File: src/hdl/can_ctl_pkg.sv
package can_ctl_pkg;
  // register word addresses on the avalon slave (one step per 32-bit register)
  localparam logic [3:0] ADDR_CTL0 = 4'h0;
  localparam logic [3:0] ADDR_TSTAMP = 4'h1;
  localparam logic [3:0] ADDR_MODE = 4'h2;
  localparam logic [3:0] ADDR_CODE0 = 4'h3;
  localparam logic [3:0] ADDR_CODE1 = 4'h4;
  localparam logic [3:0] ADDR_MASK0 = 4'h5;
  localparam logic [3:0] ADDR_MASK1 = 4'h6;
  localparam logic [3:0] ADDR_HITS = 4'h7;
  localparam logic [3:0] ADDR_FRAME = 4'h8;
  localparam logic [3:0] ADDR_RXBUF = 4'h9;
  // control register bit positions
  localparam int BIT_RX_FRAME = 7;
  localparam int BIT_RX_ACTIVE = 6;
  localparam int BIT_SWAIT = 5;
  localparam int BIT_SYNC = 4;
  localparam int BIT_TIMER = 3;
  localparam int BIT_WAKE = 2;
  // mode register bit positions
  localparam int BIT_INIT = 0;
  localparam int BIT_SLEEP_REQ = 1;
  localparam int BIT_LOOP = 2;
  localparam int BIT_WIE = 3;
  localparam int BIT_FMODE = 4;
  localparam int BIT_SLEEP_ACK = 6;
  localparam int BIT_WAKEIRQ = 7;
  localparam int BIT_RXFULL = 8;
  localparam logic [7:0] CTL0_RESET = 8'h00;
  localparam logic [31:0] BANK_RESET = 32'h00000000;
  localparam logic [31:0] UNMAPPED_READ = 32'h00000000;
  // filter modes
  typedef enum logic [1:0] {
    FILT_FOUR = 2'b00,
    FILT_EIGHT = 2'b01,
    FILT_CLOSED = 2'b11
  } filt_mode_e;
  localparam int TSTAMP_W = 16;
endpackage

File: src/hdl/can_ctl_status.sv
// The Avalon-MM interface to the registers and the address map were chosen for this implementation.
`timescale 1ns/100ps
module can_ctl_status
  import can_ctl_pkg::*;
#(
  parameter int BIT_DIV = 25
) (
  input wire logic clk_sys,
  input wire logic reset,
  input wire logic [3:0] avs_address,
  input wire logic avs_read,
  input wire logic avs_write,
  input wire logic [31:0] avs_writedata,
  input wire logic [3:0] avs_byteenable,
  output logic [31:0] avs_readdata,
  output logic avs_waitrequest,
  input wire logic wait_mode,
  input wire logic rx_pin,
  output logic tx_pin,
  input wire logic tx_bit,
  input wire logic rx_busy,
  input wire logic bus_synced,
  input wire logic frame_valid,
  input wire logic frame_acked,
  input wire logic [31:0] frame_ident,
  output logic bus_if_clk_en,
  output logic core_clk_en,
  output logic rx_bit,
  output logic wakeup_irq,
  output logic [15:0] tstamp_out,
  output logic tstamp_write
);
  logic rx_meta_q, rx_sync_q, rx_prev_q;
  logic [7:0] div_q;
  logic bit_tick_q;
  logic rx_frame_q, rx_active_q, sync_q, swait_q, timer_q, wake_q;
  logic init_q, sleep_req_q, sleep_ack_q, loop_q, wie_q, wakeirq_q, rxfull_q;
  logic [1:0] fmode_q;
  logic [31:0] code0_q, code1_q, mask0_q, mask1_q, rxbuf_q, frame_q;
  logic [7:0] hits_q;
  logic [15:0] tstamp_q;
  logic tswr_q, txp_q, rxb_q, busen_q, coreen_q, ack_q, ack_d;
  logic [31:0] rdata_q;
  logic [15:0] count;
  logic [7:0] hits;
  logic accept;

  // pin synchroniser: only the second and third stages feed logic
  always_ff @(posedge clk_sys or posedge reset) begin
    if (reset) begin
      rx_meta_q <= 1'b1;
      rx_sync_q <= 1'b1;
      rx_prev_q <= 1'b1;
    end else begin
      rx_meta_q <= rx_pin;
      rx_sync_q <= rx_meta_q;
      rx_prev_q <= rx_sync_q;
    end
  end
  wire bus_traffic = rx_prev_q & ~rx_sync_q;

  // bit-rate enable pulse from the system clock
  always_ff @(posedge clk_sys or posedge reset) begin
    if (reset) begin
      div_q <= '0;
      bit_tick_q <= 1'b0;
    end else begin
      bit_tick_q <= (div_q == 8'(BIT_DIV - 1));
      div_q <= (div_q == 8'(BIT_DIV - 1)) ? 8'h00 : div_q + 8'h01;
    end
  end

  // bus slave: one wait cycle, answer on the second edge of a request
  wire req = (avs_read | avs_write) & ~ack_q;
  assign ack_d = req;
  wire wr = avs_write & ack_q;
  wire wr0 = wr & avs_byteenable[0];
  wire wr1 = wr & avs_byteenable[1];
  wire wr_ctl = wr0 & (avs_address == ADDR_CTL0);
  wire wr_mode = wr & (avs_address == ADDR_MODE);
  wire [7:0] ctl_rd = {rx_frame_q, rx_active_q, swait_q, sync_q, timer_q, wake_q, 2'b00};
  wire [31:0] mode_rd = {23'h000000, rxfull_q, wakeirq_q, sleep_ack_q, fmode_q, wie_q, loop_q, sleep_req_q, init_q};
  wire [31:0] rd_mux =
    (avs_address == ADDR_CTL0) ? {24'h000000, ctl_rd} :
    (avs_address == ADDR_TSTAMP) ? {16'h0000, count} :
    (avs_address == ADDR_MODE) ? mode_rd :
    (avs_address == ADDR_CODE0) ? code0_q :
    (avs_address == ADDR_CODE1) ? code1_q :
    (avs_address == ADDR_MASK0) ? mask0_q :
    (avs_address == ADDR_MASK1) ? mask1_q :
    (avs_address == ADDR_HITS) ? {24'h000000, hits_q} :
    (avs_address == ADDR_FRAME) ? frame_q :
    (avs_address == ADDR_RXBUF) ? rxbuf_q : UNMAPPED_READ;

  always_ff @(posedge clk_sys or posedge reset) begin
    if (reset) begin
      ack_q <= 1'b0;
      rdata_q <= '0;
    end else begin
      ack_q <= ack_d;
      rdata_q <= rd_mux;
    end
  end
  assign avs_waitrequest = ~ack_q;
  assign avs_readdata = rdata_q;

  // loopback feeds the transmitter into the receiver
  wire rx_in = loop_q ? tx_bit : rx_sync_q;
  wire sleeping = sleep_req_q & sleep_ack_q;
  // front-end status is masked in loopback since it carries no meaning there
  wire rx_status_ok = ~loop_q;
  wire store = frame_valid & accept & ~sleeping & (fmode_q != FILT_CLOSED);

  // control register and status flags
  always_ff @(posedge clk_sys or posedge reset) begin
    if (reset) begin
      rx_frame_q <= CTL0_RESET[BIT_RX_FRAME];
      rx_active_q <= CTL0_RESET[BIT_RX_ACTIVE];
      swait_q <= CTL0_RESET[BIT_SWAIT];
      sync_q <= CTL0_RESET[BIT_SYNC];
      timer_q <= CTL0_RESET[BIT_TIMER];
      wake_q <= CTL0_RESET[BIT_WAKE];
    end else begin
      // set wins over a clear in the same cycle
      if (frame_valid && rx_status_ok) begin
        rx_frame_q <= 1'b1;
      end else if (wr_ctl && avs_writedata[BIT_RX_FRAME]) begin
        rx_frame_q <= 1'b0;
      end
      rx_active_q <= rx_busy & rx_status_ok;
      sync_q <= bus_synced & ~init_q;
      if (init_q) begin
        timer_q <= 1'b0;
      end else if (wr_ctl) begin
        timer_q <= avs_writedata[BIT_TIMER];
      end
      if (wr_ctl) begin
        swait_q <= avs_writedata[BIT_SWAIT];
        wake_q <= avs_writedata[BIT_WAKE];
      end
    end
  end

  // mode register, sleep handshake and wake interrupt
  always_ff @(posedge clk_sys or posedge reset) begin
    if (reset) begin
      init_q <= 1'b0;
      sleep_req_q <= 1'b0;
      sleep_ack_q <= 1'b0;
      loop_q <= 1'b0;
      wie_q <= 1'b0;
      fmode_q <= FILT_FOUR;
      wakeirq_q <= 1'b0;
    end else begin
      if (wr_mode && avs_byteenable[0]) begin
        init_q <= avs_writedata[BIT_INIT];
        loop_q <= avs_writedata[BIT_LOOP];
        wie_q <= avs_writedata[BIT_WIE];
        fmode_q <= avs_writedata[BIT_FMODE+1:BIT_FMODE];
      end
      // wake-up enable is sampled live; changing it while asleep is the caller's risk
      if (sleeping && wake_q && bus_traffic) begin
        sleep_req_q <= 1'b0;
      end else if (wr_mode && avs_byteenable[0]) begin
        sleep_req_q <= avs_writedata[BIT_SLEEP_REQ];
      end
      // once asleep, incoming traffic must not drop the acknowledge, or no wake-up is ever seen
      sleep_ack_q <= sleep_req_q & (sleep_ack_q | ~rx_busy);
      if (sleeping && wake_q && wie_q && bus_traffic) begin
        wakeirq_q <= 1'b1;
      end else if (wr_mode && avs_byteenable[0] && avs_writedata[BIT_WAKEIRQ]) begin
        wakeirq_q <= 1'b0;
      end
    end
  end

  // filter banks and the foreground receive buffer
  always_ff @(posedge clk_sys or posedge reset) begin
    if (reset) begin
      code0_q <= BANK_RESET;
      code1_q <= BANK_RESET;
      mask0_q <= BANK_RESET;
      mask1_q <= BANK_RESET;
      rxbuf_q <= BANK_RESET;
      frame_q <= BANK_RESET;
      hits_q <= 8'h00;
      rxfull_q <= 1'b0;
    end else begin
      if (wr && avs_address == ADDR_CODE0) code0_q <= avs_writedata;
      if (wr && avs_address == ADDR_CODE1) code1_q <= avs_writedata;
      if (wr && avs_address == ADDR_MASK0) mask0_q <= avs_writedata;
      if (wr && avs_address == ADDR_MASK1) mask1_q <= avs_writedata;
      if (store) begin
        rxbuf_q <= frame_ident;
        hits_q <= hits;
        rxfull_q <= 1'b1;
      end else if (wr1 && avs_address == ADDR_MODE && avs_writedata[BIT_RXFULL]) begin
        rxfull_q <= 1'b0;
      end
      // timestamp lands in the top word of the current buffer
      if (frame_acked && timer_q) begin
        frame_q <= {count, frame_q[15:0]};
      end
    end
  end

  // outputs, all registered
  always_ff @(posedge clk_sys or posedge reset) begin
    if (reset) begin
      txp_q <= 1'b1;
      rxb_q <= 1'b1;
      busen_q <= 1'b1;
      coreen_q <= 1'b1;
      tstamp_q <= 16'h0000;
      tswr_q <= 1'b0;
    end else begin
      txp_q <= loop_q ? 1'b1 : tx_bit;
      rxb_q <= rx_in;
      busen_q <= ~(swait_q & wait_mode);
      coreen_q <= ~sleeping & ~(swait_q & wait_mode);
      tswr_q <= frame_acked & timer_q;
      tstamp_q <= count;
    end
  end
  assign tx_pin = txp_q;
  assign rx_bit = rxb_q;
  assign bus_if_clk_en = busen_q;
  assign core_clk_en = coreen_q;
  assign tstamp_out = tstamp_q;
  assign tstamp_write = tswr_q;
  assign wakeup_irq = wakeirq_q;

  can_tstamp #(.W(TSTAMP_W)) u_tstamp (
    .clk_sys(clk_sys),
    .reset(reset),
    .enable(timer_q),
    .bit_tick(bit_tick_q),
    .count(count)
  );

  can_acc_filter #(.NBANK(2)) u_filter (
    .ident(frame_ident),
    .code({code1_q, code0_q}),
    .mask({mask1_q, mask0_q}),
    .mode(fmode_q),
    .hits(hits),
    .accept(accept)
  );

  rx_frame_set_a: assert property (@(posedge clk_sys) disable iff (reset)
    frame_valid && !loop_q |=> rx_frame_q) else $error("received flag not set");
  rx_frame_hold_a: assert property (@(posedge clk_sys) disable iff (reset)
    rx_frame_q && !(wr_ctl && avs_writedata[BIT_RX_FRAME]) |=> rx_frame_q)
    else $error("received flag lost without clear");
  rx_active_follow_a: assert property (@(posedge clk_sys) disable iff (reset)
    !loop_q |=> rx_active_q == $past(rx_busy)) else $error("active flag wrong");
  loop_mask_a: assert property (@(posedge clk_sys) disable iff (reset)
    loop_q |=> !rx_active_q) else $error("active flag in loopback");
  wait_gate_a: assert property (@(posedge clk_sys) disable iff (reset)
    swait_q && wait_mode |=> !bus_if_clk_en) else $error("bus clock not gated");
  sync_init_a: assert property (@(posedge clk_sys) disable iff (reset)
    init_q |=> !sync_q) else $error("synchronised in init");
  timer_init_a: assert property (@(posedge clk_sys) disable iff (reset)
    init_q |=> !timer_q) else $error("timer enabled in init");
  tstamp_wr_a: assert property (@(posedge clk_sys) disable iff (reset)
    frame_acked && timer_q |=> tstamp_write && frame_q[31:16] == $past(count))
    else $error("timestamp not written");
  closed_full_a: assert property (@(posedge clk_sys) disable iff (reset)
    fmode_q == FILT_CLOSED && !rxfull_q |=> !rxfull_q) else $error("closed filter stored");
  wake_irq_a: assert property (@(posedge clk_sys) disable iff (reset)
    $rose(wakeup_irq) |-> $past(sleeping && wake_q && wie_q)) else $error("bad wake interrupt");
  wake_exit_a: assert property (@(posedge clk_sys) disable iff (reset)
    sleeping && wake_q && bus_traffic |=> !sleep_req_q) else $error("no wake on traffic");
  loop_tx_a: assert property (@(posedge clk_sys) disable iff (reset)
    loop_q |=> tx_pin) else $error("tx not recessive in loopback");
endmodule

File: src/hdl/can_acc_filter.sv
`timescale 1ns/100ps
module can_acc_filter
  import can_ctl_pkg::*;
#(
  parameter int NBANK = 2
) (
  input wire logic [31:0] ident,
  input wire logic [NBANK*32-1:0] code,
  input wire logic [NBANK*32-1:0] mask,
  input wire logic [1:0] mode,
  output logic [7:0] hits,
  output logic accept
);
  // a set mask bit is a don't-care, a clear one must match the code
  wire [NBANK*32-1:0] miss = (code ^ {NBANK{ident}}) & ~mask;
  logic [3:0] hit4;
  logic [7:0] hit8;
  genvar b;
  generate
    for (b = 0; b < NBANK; b++) begin : g_bank
      // four mode: each half-bank covers the upper 16 identifier bits
      assign hit4[2*b] = ~|miss[b*32+31:b*32+16];
      // the low half holds a second code for the same upper 16 identifier bits
      assign hit4[2*b+1] = ~|((code[b*32+15:b*32] ^ ident[31:16]) & ~mask[b*32+15:b*32]);
      // eight mode: each byte compares the first 8 identifier bits only
      assign hit8[4*b] = ~|miss[b*32+31:b*32+24];
      assign hit8[4*b+1] = ~|((code[b*32+23:b*32+16] ^ ident[31:24]) & ~mask[b*32+23:b*32+16]);
      assign hit8[4*b+2] = ~|((code[b*32+15:b*32+8] ^ ident[31:24]) & ~mask[b*32+15:b*32+8]);
      assign hit8[4*b+3] = ~|((code[b*32+7:b*32] ^ ident[31:24]) & ~mask[b*32+7:b*32]);
    end
  endgenerate
  always_comb begin
    hits = 8'h00;
    unique case (mode)
      FILT_FOUR: hits = {4'h0, hit4};
      FILT_EIGHT: hits = hit8;
      default: hits = 8'h00;
    endcase
  end
  assign accept = |hits;
endmodule

File: src/hdl/can_tstamp.sv
`timescale 1ns/100ps
module can_tstamp
  import can_ctl_pkg::*;
#(
  parameter int W = TSTAMP_W
) (
  input wire logic clk_sys,
  input wire logic reset,
  input wire logic enable,
  input wire logic bit_tick,
  output logic [W-1:0] count
);
  logic [W-1:0] count_q;
  always_ff @(posedge clk_sys or posedge reset) begin
    if (reset) begin
      count_q <= '0;
    end else if (!enable) begin
      count_q <= '0;
    end else if (bit_tick) begin
      count_q <= count_q + 1'b1;
    end
  end
  assign count = count_q;
  tstamp_clear_a: assert property (@(posedge clk_sys) disable iff (reset)
    !enable |=> count_q == '0) else $error("timestamp not cleared when disabled");
  tstamp_step_a: assert property (@(posedge clk_sys) disable iff (reset)
    enable && $past(enable) && bit_tick |=> count_q == W'($past(count_q) + 1'b1))
    else $error("timestamp did not advance");
endmodule

File: config.mk
export PLATFORM = sky130hd
export DESIGN_NAME = can_ctl_status
export DESIGN_NICKNAME = d
export VERILOG_FILES = /design/src/hdl/can_ctl_pkg.sv /design/src/hdl/can_ctl_status.sv /design/src/hdl/can_acc_filter.sv /design/src/hdl/can_tstamp.sv
export SDC_FILE = /design/constraint.sdc
export NUM_CORES = 1
export LEC_CHECK = 0
export BUFFER_PORTS_ARGS = -buffer_cell sky130_fd_sc_hd__buf_2
export CAP_MARGIN = 20
export CORE_ASPECT_RATIO = 1.5
export CORE_UTILIZATION = 30
export DETAILED_ROUTE_END_ITERATION = 10
export PLACE_DENSITY = 0.55
export SLEW_MARGIN = 20
export SYNTH_ARGS = -nofsm -noshare
export SYNTH_HDL_FRONTEND = slang
export SYNTH_SLANG_ARGS = --single-unit
File: constraint.sdc
create_clock -name clk_sys -period 11.7 [get_ports clk_sys]
set_clock_uncertainty 0.2 [all_clocks]
set_input_delay 2.34 -clock clk_sys [delete_from_list [all_inputs] [get_ports clk_sys]]
set_output_delay 2.34 -clock clk_sys [all_outputs]
set_load 0.02 [all_outputs]
### Word level (Yosys, flattened, before mapping)

Index checks and enable logic that the tools add are counted.

| storage, ports and cells | value |
|---|---|
| bits in registers | 281 |
| input port bits | 83 |
| output and inout bits | 55 |
| logic and storage cells | 176 |

| cells by class | value |
|---|---|
| add/sub/neg operators | 2 |
| eq/ne operators | 13 |
| muxes and demuxes | 26 |
| bitwise operators | 53 |
| reduce and logical (&&, ||, !) cells | 47 |

Operator list:

| cell | count |
|---|---|
| $mux W32 | 10 |
| $reduce_or A8 Y1 | 9 |
| $and A64 B64 Y64 | 1 |
| $not A64 Y64 | 1 |
| $reduce_or A16 Y1 | 4 |
| $xor A64 B64 Y64 | 1 |
| $and A8 B8 Y8 | 6 |
| $not A8 Y8 | 6 |
| $xor A8 B8 Y8 | 6 |
| $and A16 B16 Y16 | 2 |
| $mux W16 | 2 |
| $not A16 Y16 | 2 |
| $xor A16 B16 Y16 | 2 |
| $and A1 B1 Y1 | 17 |
| $add A16 B1 Y16 const B | 1 |
| $eq A4 B3 Y1 const B | 4 |
| $pmux W8 S2 | 1 |
| $logic_and A1 B1 Y1 | 15 |
| $logic_not A1 Y1 | 12 |
| $mux W1 | 12 |
| $reduce_bool A2 Y1 | 5 |
| $add A8 B1 Y8 const B | 1 |
| $eq A4 B2 Y1 const B | 2 |
| $eq A4 B4 Y1 const B | 2 |
| 9 further kinds | 17 |

### Logic depth before layout (Yosys ltp)

Gate-level depths: netlist of run 1.

| logic depth | value |
|---|---|
| word-level depth | 11 |
| depth in mapped cells | 10 |
| depth with buffers taken out | 7 |

### Modules after synthesis

A second synthesis of run 1 with hierarchy kept.

| second synthesis, totals | value |
|---|---|
| cell total of the unflattened synthesis | 1139 |
| area total of the unflattened synthesis | 13813.2 sq um |

By module, submodules not included:

| module | instances | cells each | area an instance (sq um) | sequential area each (sq um) |
|---|---|---|---|---|
| can_ctl_status | 1 | 862 | 11442.2 | 6640.1 |
| can_acc_filter | 1 | 194 | 1554.0 | 0.0 |
| can_tstamp | 1 | 83 | 817.0 | 400.4 |

### Least setup slack after synthesis of run 1

OpenSTA, ideal clock, no wires.

| timing path | value |
|---|---|
| kind | input to register |
| start | in frame_ident[17] |
| end | reg rxbuf_q[0] |
| setup time | 125 ps |
| data arrival time | 4132 ps |
| data required time | 11375 ps |
| slack | 7242 ps |
| stages on the path | 10 |
| path buffers | 3 |
| cells stage by stage | buf_2 > xnor2_1 > o22a_1 > and4_1 > a22oi_2 > nand2_1 > o31ai_2 > buf_6 > buf_6 > mux2_4 |

| on the way | value |
|---|---|
| word-level cells in the longest chain between the ends | 9 |
| elaborated cells on any way between the ends | 19 |
| classes of those cells | 1 x mux; 9 x bitwise; 9 x reduce/logical |

RTL lines:

| what | line | RTL |
|---|---|---|
| start: declaration | can_ctl_status.sv:25 | `input wire logic [31:0] frame_ident,` |
| $xor A64 B64 Y64 / $xor A16 B16 Y16 (equally long branches) | can_acc_filter.sv:15, can_acc_filter.sv:24 |  |
| $and A64 B64 Y64 / $and A16 B16 Y16 (equally long branches) | can_acc_filter.sv:15, can_acc_filter.sv:24 |  |
| $reduce_or A16 Y1, on equally long branches | can_acc_filter.sv:22, can_acc_filter.sv:24 |  |
| $logic_not A1 Y1, on equally long branches | can_acc_filter.sv:22, can_acc_filter.sv:24 |  |
| $pmux W8 S2 * | can_acc_filter.sv:34 | `unique case (mode)` |
| $reduce_or A8 Y1 * | can_acc_filter.sv:40 | `assign accept = \|hits;` |
| $and A1 B1 Y1 * (3 in series) | can_ctl_status.sv:112 | `wire store = frame_valid & accept & ~sleeping & (fmode_q != FILT_CLOSED);` |
| end signal: assignment | can_ctl_status.sv:194 | `rxbuf_q <= frame_ident;` |
| end: declaration | can_ctl_status.sv:39 | `logic [31:0] code0_q, code1_q, mask0_q, mask1_q, rxbuf_q, frame_q;` |

Mark *: on every way between the ends. The rest lies on a longest branch, timed or not.
A chain may end at the register's enable or synchronous reset.

### Final worst setup path of run 1

| timing path | value |
|---|---|
| start | in frame_ident[28] |
| end | reg rxbuf_q[8] |

| on the way | value |
|---|---|
| word-level cells in the longest chain between the ends | 9 |
| elaborated cells on any way between the ends | 47 |
| classes of those cells | 1 x mux; 21 x bitwise; 25 x reduce/logical |

RTL lines:

| what | line | RTL |
|---|---|---|
| $xor A64 B64 Y64, or another cell as far along | can_acc_filter.sv:15 | `wire [NBANK*32-1:0] miss = (code ^ {NBANK{ident}}) & ~mask;` |
| $and A64 B64 Y64, or another cell as far along | can_acc_filter.sv:15 |  |
| $reduce_or A16 Y1, or another cell as far along | can_acc_filter.sv:22 | `assign hit4[2*b] = ~\|miss[b*32+31:b*32+16];` |
| $logic_not A1 Y1, or another cell as far along | can_acc_filter.sv:22 |  |
| $pmux W8 S2 * | can_acc_filter.sv:34 |  |
| $reduce_or A8 Y1 * | can_acc_filter.sv:40 |  |
| $and A1 B1 Y1 * (3 in series) | can_ctl_status.sv:112 |  |

Marked as above.

==> results of run 1 <==
metal layers:
layer	vias to the layer above	GRT usage, %	share of wire [%]
met3	119	2.76	4.7
li1	4399	-	-
met1	5032	22.5	39
met2	337	34.0	50
met5	-	0	0.018
met4	2	11.4	5.7
per-stage QoR:
| step | setup WS, ns | total power, mW | instance area, sq um |
|---|---|---|---|
| floorplan | 1.42 | 1.57 | 13400 |
| global placement | 5.88 | 1.73 | 14700 |
| detailed placement | 5.84 | 1.74 | 14700 |
| CTS | 6.41 | 2.76 | 15700 |
| global route | 6.22 | 2.86 | 15700 |
| finish | 6.32 | 2.74 | 15700 |
layout make-up:
class / count / area (sq um)
diodes: 2 / 5.00
inverters: 15 / 63.8
flip-flops and latches: 281 / 7040
repair buffers: 150 / 801
clock inverters: 19 / 265
multi-input cells: 805 / 6040
well taps: 576 / 721
fillers: 4427 / 28300
clock buffers: 34 / 774
path summary, 6_finish.rpt:
| path | start | endpoint | slack (ns) | cells after the start |
|---|---|---|---|---|
| hold / removal | rx_meta_q$_DFF_PP1_ | rx_sync_q$_DFF_PP1_ | 0.16 | 0 |
| setup / recovery | frame_ident[28] | rxbuf_q[8]$_DFFE_PP0P_ | 6.32 | 9 |
| hold reg to reg | rx_meta_q$_DFF_PP1_ | rx_sync_q$_DFF_PP1_ | 0.16 | 0 |
| setup reg to reg | fmode_q[1]$_DFFE_PP0P_ | rxbuf_q[8]$_DFFE_PP0P_ | 7.97 | 8 |
| max in group asynchronous | reset | mask0_q[22]$_DFFE_PP0P_ | 8.22 | 3 |
| min in group asynchronous | reset | tstamp_out[2]$_DFF_PP0_ | 1.67 | 2 |
power groups by stage:
stage | combinational (mW) | sequential [mW] | clock, mW
global route | 0.504 | 1.28 | 1.07
CTS | 0.466 | 1.26 | 1.04
floorplan | 0.331 | 1.24 | 0
finish | 0.464 | 1.26 | 1.01
global placement | 0.454 | 1.27 | 0
detailed placement | 0.464 | 1.28 | 0
critical path: stages:
cell     delay, ns
buf_2         0.41
xnor2_1       0.14
o22ai_1       0.25
nor4_1        0.18
a32oi_1       0.42
nand2_1       0.16
o31ai_4       0.80
buf_4         0.50
mux2_2        0.38
registers in the layout, indices dropped and copies added (netlist names), 2 cells and up:
name and count:
rxbuf_q 32, u_tstamp.count 16, div_q 8, code0_q 32
mask1_q 32, fmode_q 2, code1_q 32, mask0_q 32
frame_q 16, avs_readdata 32, hits_q 8, tstamp_out 16
synthesized netlist by cell type, types with 15 or more instances:
library cell / count / area (sq um)
nand2_1: 54 / 203
dfrtp_1: 274 / 6860
a22oi_1: 28 / 210
and2_1: 16 / 100
inv_1: 15 / 56.3
clkbuf_1: 48 / 180
o21ai_0: 55 / 275
nor2_1: 85 / 319
xnor2_1: 106 / 928
mux2_2: 185 / 2080
o211ai_1: 30 / 225
o22ai_1: 36 / 225
a21oi_1: 73 / 365
cells by family (layout without fill, tap and decap cells):
kind of cell / after synthesis / count (layout) / synth area share, %
compound gates: 265 / 265 / 12.4
xor+xnor: 115 / 115 / 7.49
fa+ha+maj: 3 / 3 / 0.279
buf+inv: 91 / 218 / 3.08
flops: 281 / 281 / 52.4
mux: 202 / 202 / 16.9
other cells: 0 / 2 / 0
simple gates: 220 / 220 / 7.54
==> run summary, run 1 <==
Final Slew Violations: 0
DRC: 0
vias: 9889
DR pass1 iterations: 5
Peak Freq: 186 MHz
CP Data Required Time: 11.94 ns
Overflow after GRT: 0
Util after Layout: 35.7%
Synth Area per Inst: 11.4 sq um
first-pass GRT wire length: 66600 um
Max Root-Sink Buffers: 3
Total Wirelength: 43800 um
fin crit share: 46.0%
Crit Path Max Fanout: 25
final cell count without fillers: 1882
P_int: 1.96 mW
synthesized netlist cell count: 1177
status: completed
post-synthesis sequential area ratio: 52.4%
# IOs: 138
syn_nets: 1263
final layout net count: 1368
Final GP Congestion: 0.935
Syn Std Cell Area: 13400 sq um
largest net degree at the start of global routing: 163
unrepaired setup endpoints after global routing: false
Setup crit start kind: input pin
Leakage: 6.99 nW
Vias per Instance: 5.25
Setup-failing EPs final: 0
Clock power frac: 36.9%
row cnt: 94
final worst hold slack: 0.156 ns
GR Util All Layers: 19.4%
clock-pin slew on the worst setup and hold paths: 0.06 ns
HPWL Detailed: 30700 um
Logic pwr share: 17.0%
dpl cells: 1827
Slew @ Worst Pin: 1.04 ns
final hold violations: 0
Max IR drop VDD: 0.101 mV
Area growth syn-to-layout: 16.8%
#FFs+latches synth: 281
Hold-fix buffers, CTS: 0
sw frac: 28.4%
vias in the first global route: 10400
Post-synth EDFFs: 0
Post-synth ARST share: 100%
Tmin final: 5.38 ns
core area: 44000 sq um
TritonCTS Sinks: 281
Avg WL per Cell: 23.3 um
PostCTS Resize Cnt: 0
register share of total power: 46.1%
Iter 0 DRT Violations: 617
initial antenna violation count: 3
Critical Path AT: 5.62 ns
die width: 175 um
count of different cell masters after synthesis: 53
PD cells: 174 nW/um^2
CP Capture Type: flip-flop
Syn. warnings: 0
PortBufs: 135
Worst Hold Class: reg -> reg
Initial Util: 30.6%
Synth Flop Type: dfrtp_1
Worst Setup Path Type: in -> reg
share of cells above drive strength 1: 31.8%
setup bufs post-CTS: 0
Die Area: 45700 sq um
net switching power: 0.778 mW
die height: 261 um
commonest non-fill, non-tap cell in the layout: dfrtp_1
total CTS buffers: 29
clk root buf: clkbuf_16
setup_tns: 0 ns
most frequent cells in the layout: 274 x dfrtp_1, 185 x mux2_2, 135 x buf_2
Clk Latency, worst-skew pair: 0.57 ns
Detail Route Antenna Nets: 0
Max-Cap Viols: 0
TritonCTS clock tree: built
H-Tree Depth: 1
slew margin rel.: 30.4%
Power figures use the tool's default switching activity.
==> run 2, diff against run 1 <==
Settings changed: PLACE_DENSITY 0.55 to 0.57.
Clock period 11.7 ns to 4.71 ns, I/O delays scaled along.
==> run 2 against run 1 <==
  * Sequential cell count unchanged
  * Core utilization is 0.19 points higher
  * Final cell count increased by 0.48%
  * Clock-buffer cell count is 4 higher
  * Sequential share of layout area is 0.23 points lower
  * Wire length increased by 0.85%
  * Largest power group unchanged
  * Highest routed layer unchanged
==> run summary, run 2 (synthesis gave the netlist of run 1 again) <==
most frequent cells in the layout: 274 x dfrtp_1, 185 x mux2_2, 135 x buf_2
first-pass GRT wire length: 67300 um
Vias per Instance: 5.29
share of cells above drive strength 1: 31.9%
Area growth syn-to-layout: 17.5%
core area: 44000 sq um
TritonCTS clock tree: built
TritonCTS Sinks: 281
PortBufs: 135
Overflow after GRT: 0
Slew @ Worst Pin: 0.974 ns
Max Root-Sink Buffers: 3
Final Slew Violations: 0
Max-Cap Viols: 0
total CTS buffers: 29
final layout net count: 1380
internal reg-to-reg setup slack: 1.24 ns
die height: 261 um
vias: 9996
Hold-fix buffers, CTS: 0
die width: 175 um
Critical Path AT: 3.84 ns
dpl cells: 1839
Avg WL per Cell: 23.4 um
Fillers: 4439
Total Wirelength: 44200 um
Worst Setup Path Type: in -> reg
# IOs: 138
setup bufs post-CTS: 0
row cnt: 94
CP Capture Type: flip-flop
H-Tree Depth: 1
Iter 0 DRT Violations: 673
Peak Freq: 278 MHz
Leakage: 7.05 nW
Die Area: 45700 sq um
largest net degree at the start of global routing: 110
Setup crit start kind: input pin
clk root buf: clkbuf_16
initial antenna violation count: 5
Crit Path Max Fanout: 29
commonest non-fill, non-tap cell in the layout: dfrtp_1
Worst Hold Class: reg -> reg
clock-pin slew on the worst setup and hold paths: 0.07 ns
status: completed
final cell count without fillers: 1891
Setup-failing EPs final: 0
DR pass1 iterations: 5
PD cells: 428 nW/um^2
vias in the first global route: 10500
CP Data Required Time: 4.95 ns
Clk Latency, worst-skew pair: 0.56 ns
fin crit share: 76.4%
GR Util All Layers: 19.6%
unrepaired setup endpoints after global routing: false
Max IR drop VDD: 0.262 mV
final hold violations: 0
HPWL Detailed: 31600 um
Final GP Congestion: 0.900
DRC: 0
Tmin final: 3.60 ns
setup_tns: 0 ns
slew margin rel.: 34.9%
PostCTS Resize Cnt: 0
Initial Util: 30.6%
Detail Route Antenna Nets: 0
## run 2: path summary, 6_finish.rpt
check / cells after the start / startpoint / end
worst max-delay path: 9 / frame_ident[27] / rxbuf_q[8]$_DFFE_PP0P_
worst min-delay path: 0 / rx_meta_q$_DFF_PP1_ / rx_sync_q$_DFF_PP1_
worst max register to register: 9 / fmode_q[1]$_DFFE_PP0P_ / rxbuf_q[8]$_DFFE_PP0P_
worst min register to register: 0 / rx_meta_q$_DFF_PP1_ / rx_sync_q$_DFF_PP1_
max in group asynchronous: 3 / reset / avs_readdata[14]$_DFF_PP0_
min in group asynchronous: 2 / reset / div_q[3]$_DFF_PP0_
## run 2: routing by layer
metal / routed length [um] / GRT usage (%) / vias up
met5: 33 / 0 / -
met2: 22200 / 34.5 / 312
met4: 2360 / 10.7 / 6
li1: - / - / 4421
met3: 2160 / 2.70 / 113
met1: 17500 / 23.1 / 5144
## run 2: final cells by class
type / instances / area [sq um] / share of cell area (%)
flip-flops and latches: 281 / 7040 / 44.6
multi-input cells: 805 / 6030 / 38.2
repair buffers: 162 / 941 / 5.96
clock buffers: 38 / 790 / 5.00
well taps: 576 / 721 / 4.56
clock inverters: 13 / 208 / 1.32
inverters: 15 / 60.1 / 0.380
diodes: 1 / 2.50 / 0.0158
## run 2: through the flow
stage / power, mW / worst slack (ns) / cell area [sq um] / hold WS (ns) / util [%]
final: 6.76 / 1.11 / 15800 / 0.159 / 35.9
after global placement: 4.31 / 0.704 / 14800 / 0.148 / 33.6
after detailed placement: 4.34 / 0.612 / 14800 / 0.149 / 33.6
after floorplan: 3.91 / -0.148 / 13400 / 0.145 / -
after CTS: 6.81 / 1.20 / 15800 / 0.157 / 35.9
after global routing: 7.04 / 1.13 / 15800 / 0.165 / 35.9
## run 2: critical path, stage by stage
cell and delay [ns]:
buf_2 0.40, xnor2_1 0.17, o22ai_1 0.12, nor4_2 0.66, o2111ai_1 0.26, o31ai_2 0.46
o31ai_4 0.25, buf_12 0.24, mux2_2 0.30
## run 2: power by group
group / leakage [nW] / total, mW / internal [mW] / switching (mW)
sequential: 3.69 / 3.14 / 2.77 / 0.362
combinational: 2.87 / 1.17 / 0.595 / 0.572
clock: 0.488 / 2.46 / 1.45 / 1.00
total: 7.05 / 6.76 / 4.82 / 1.94
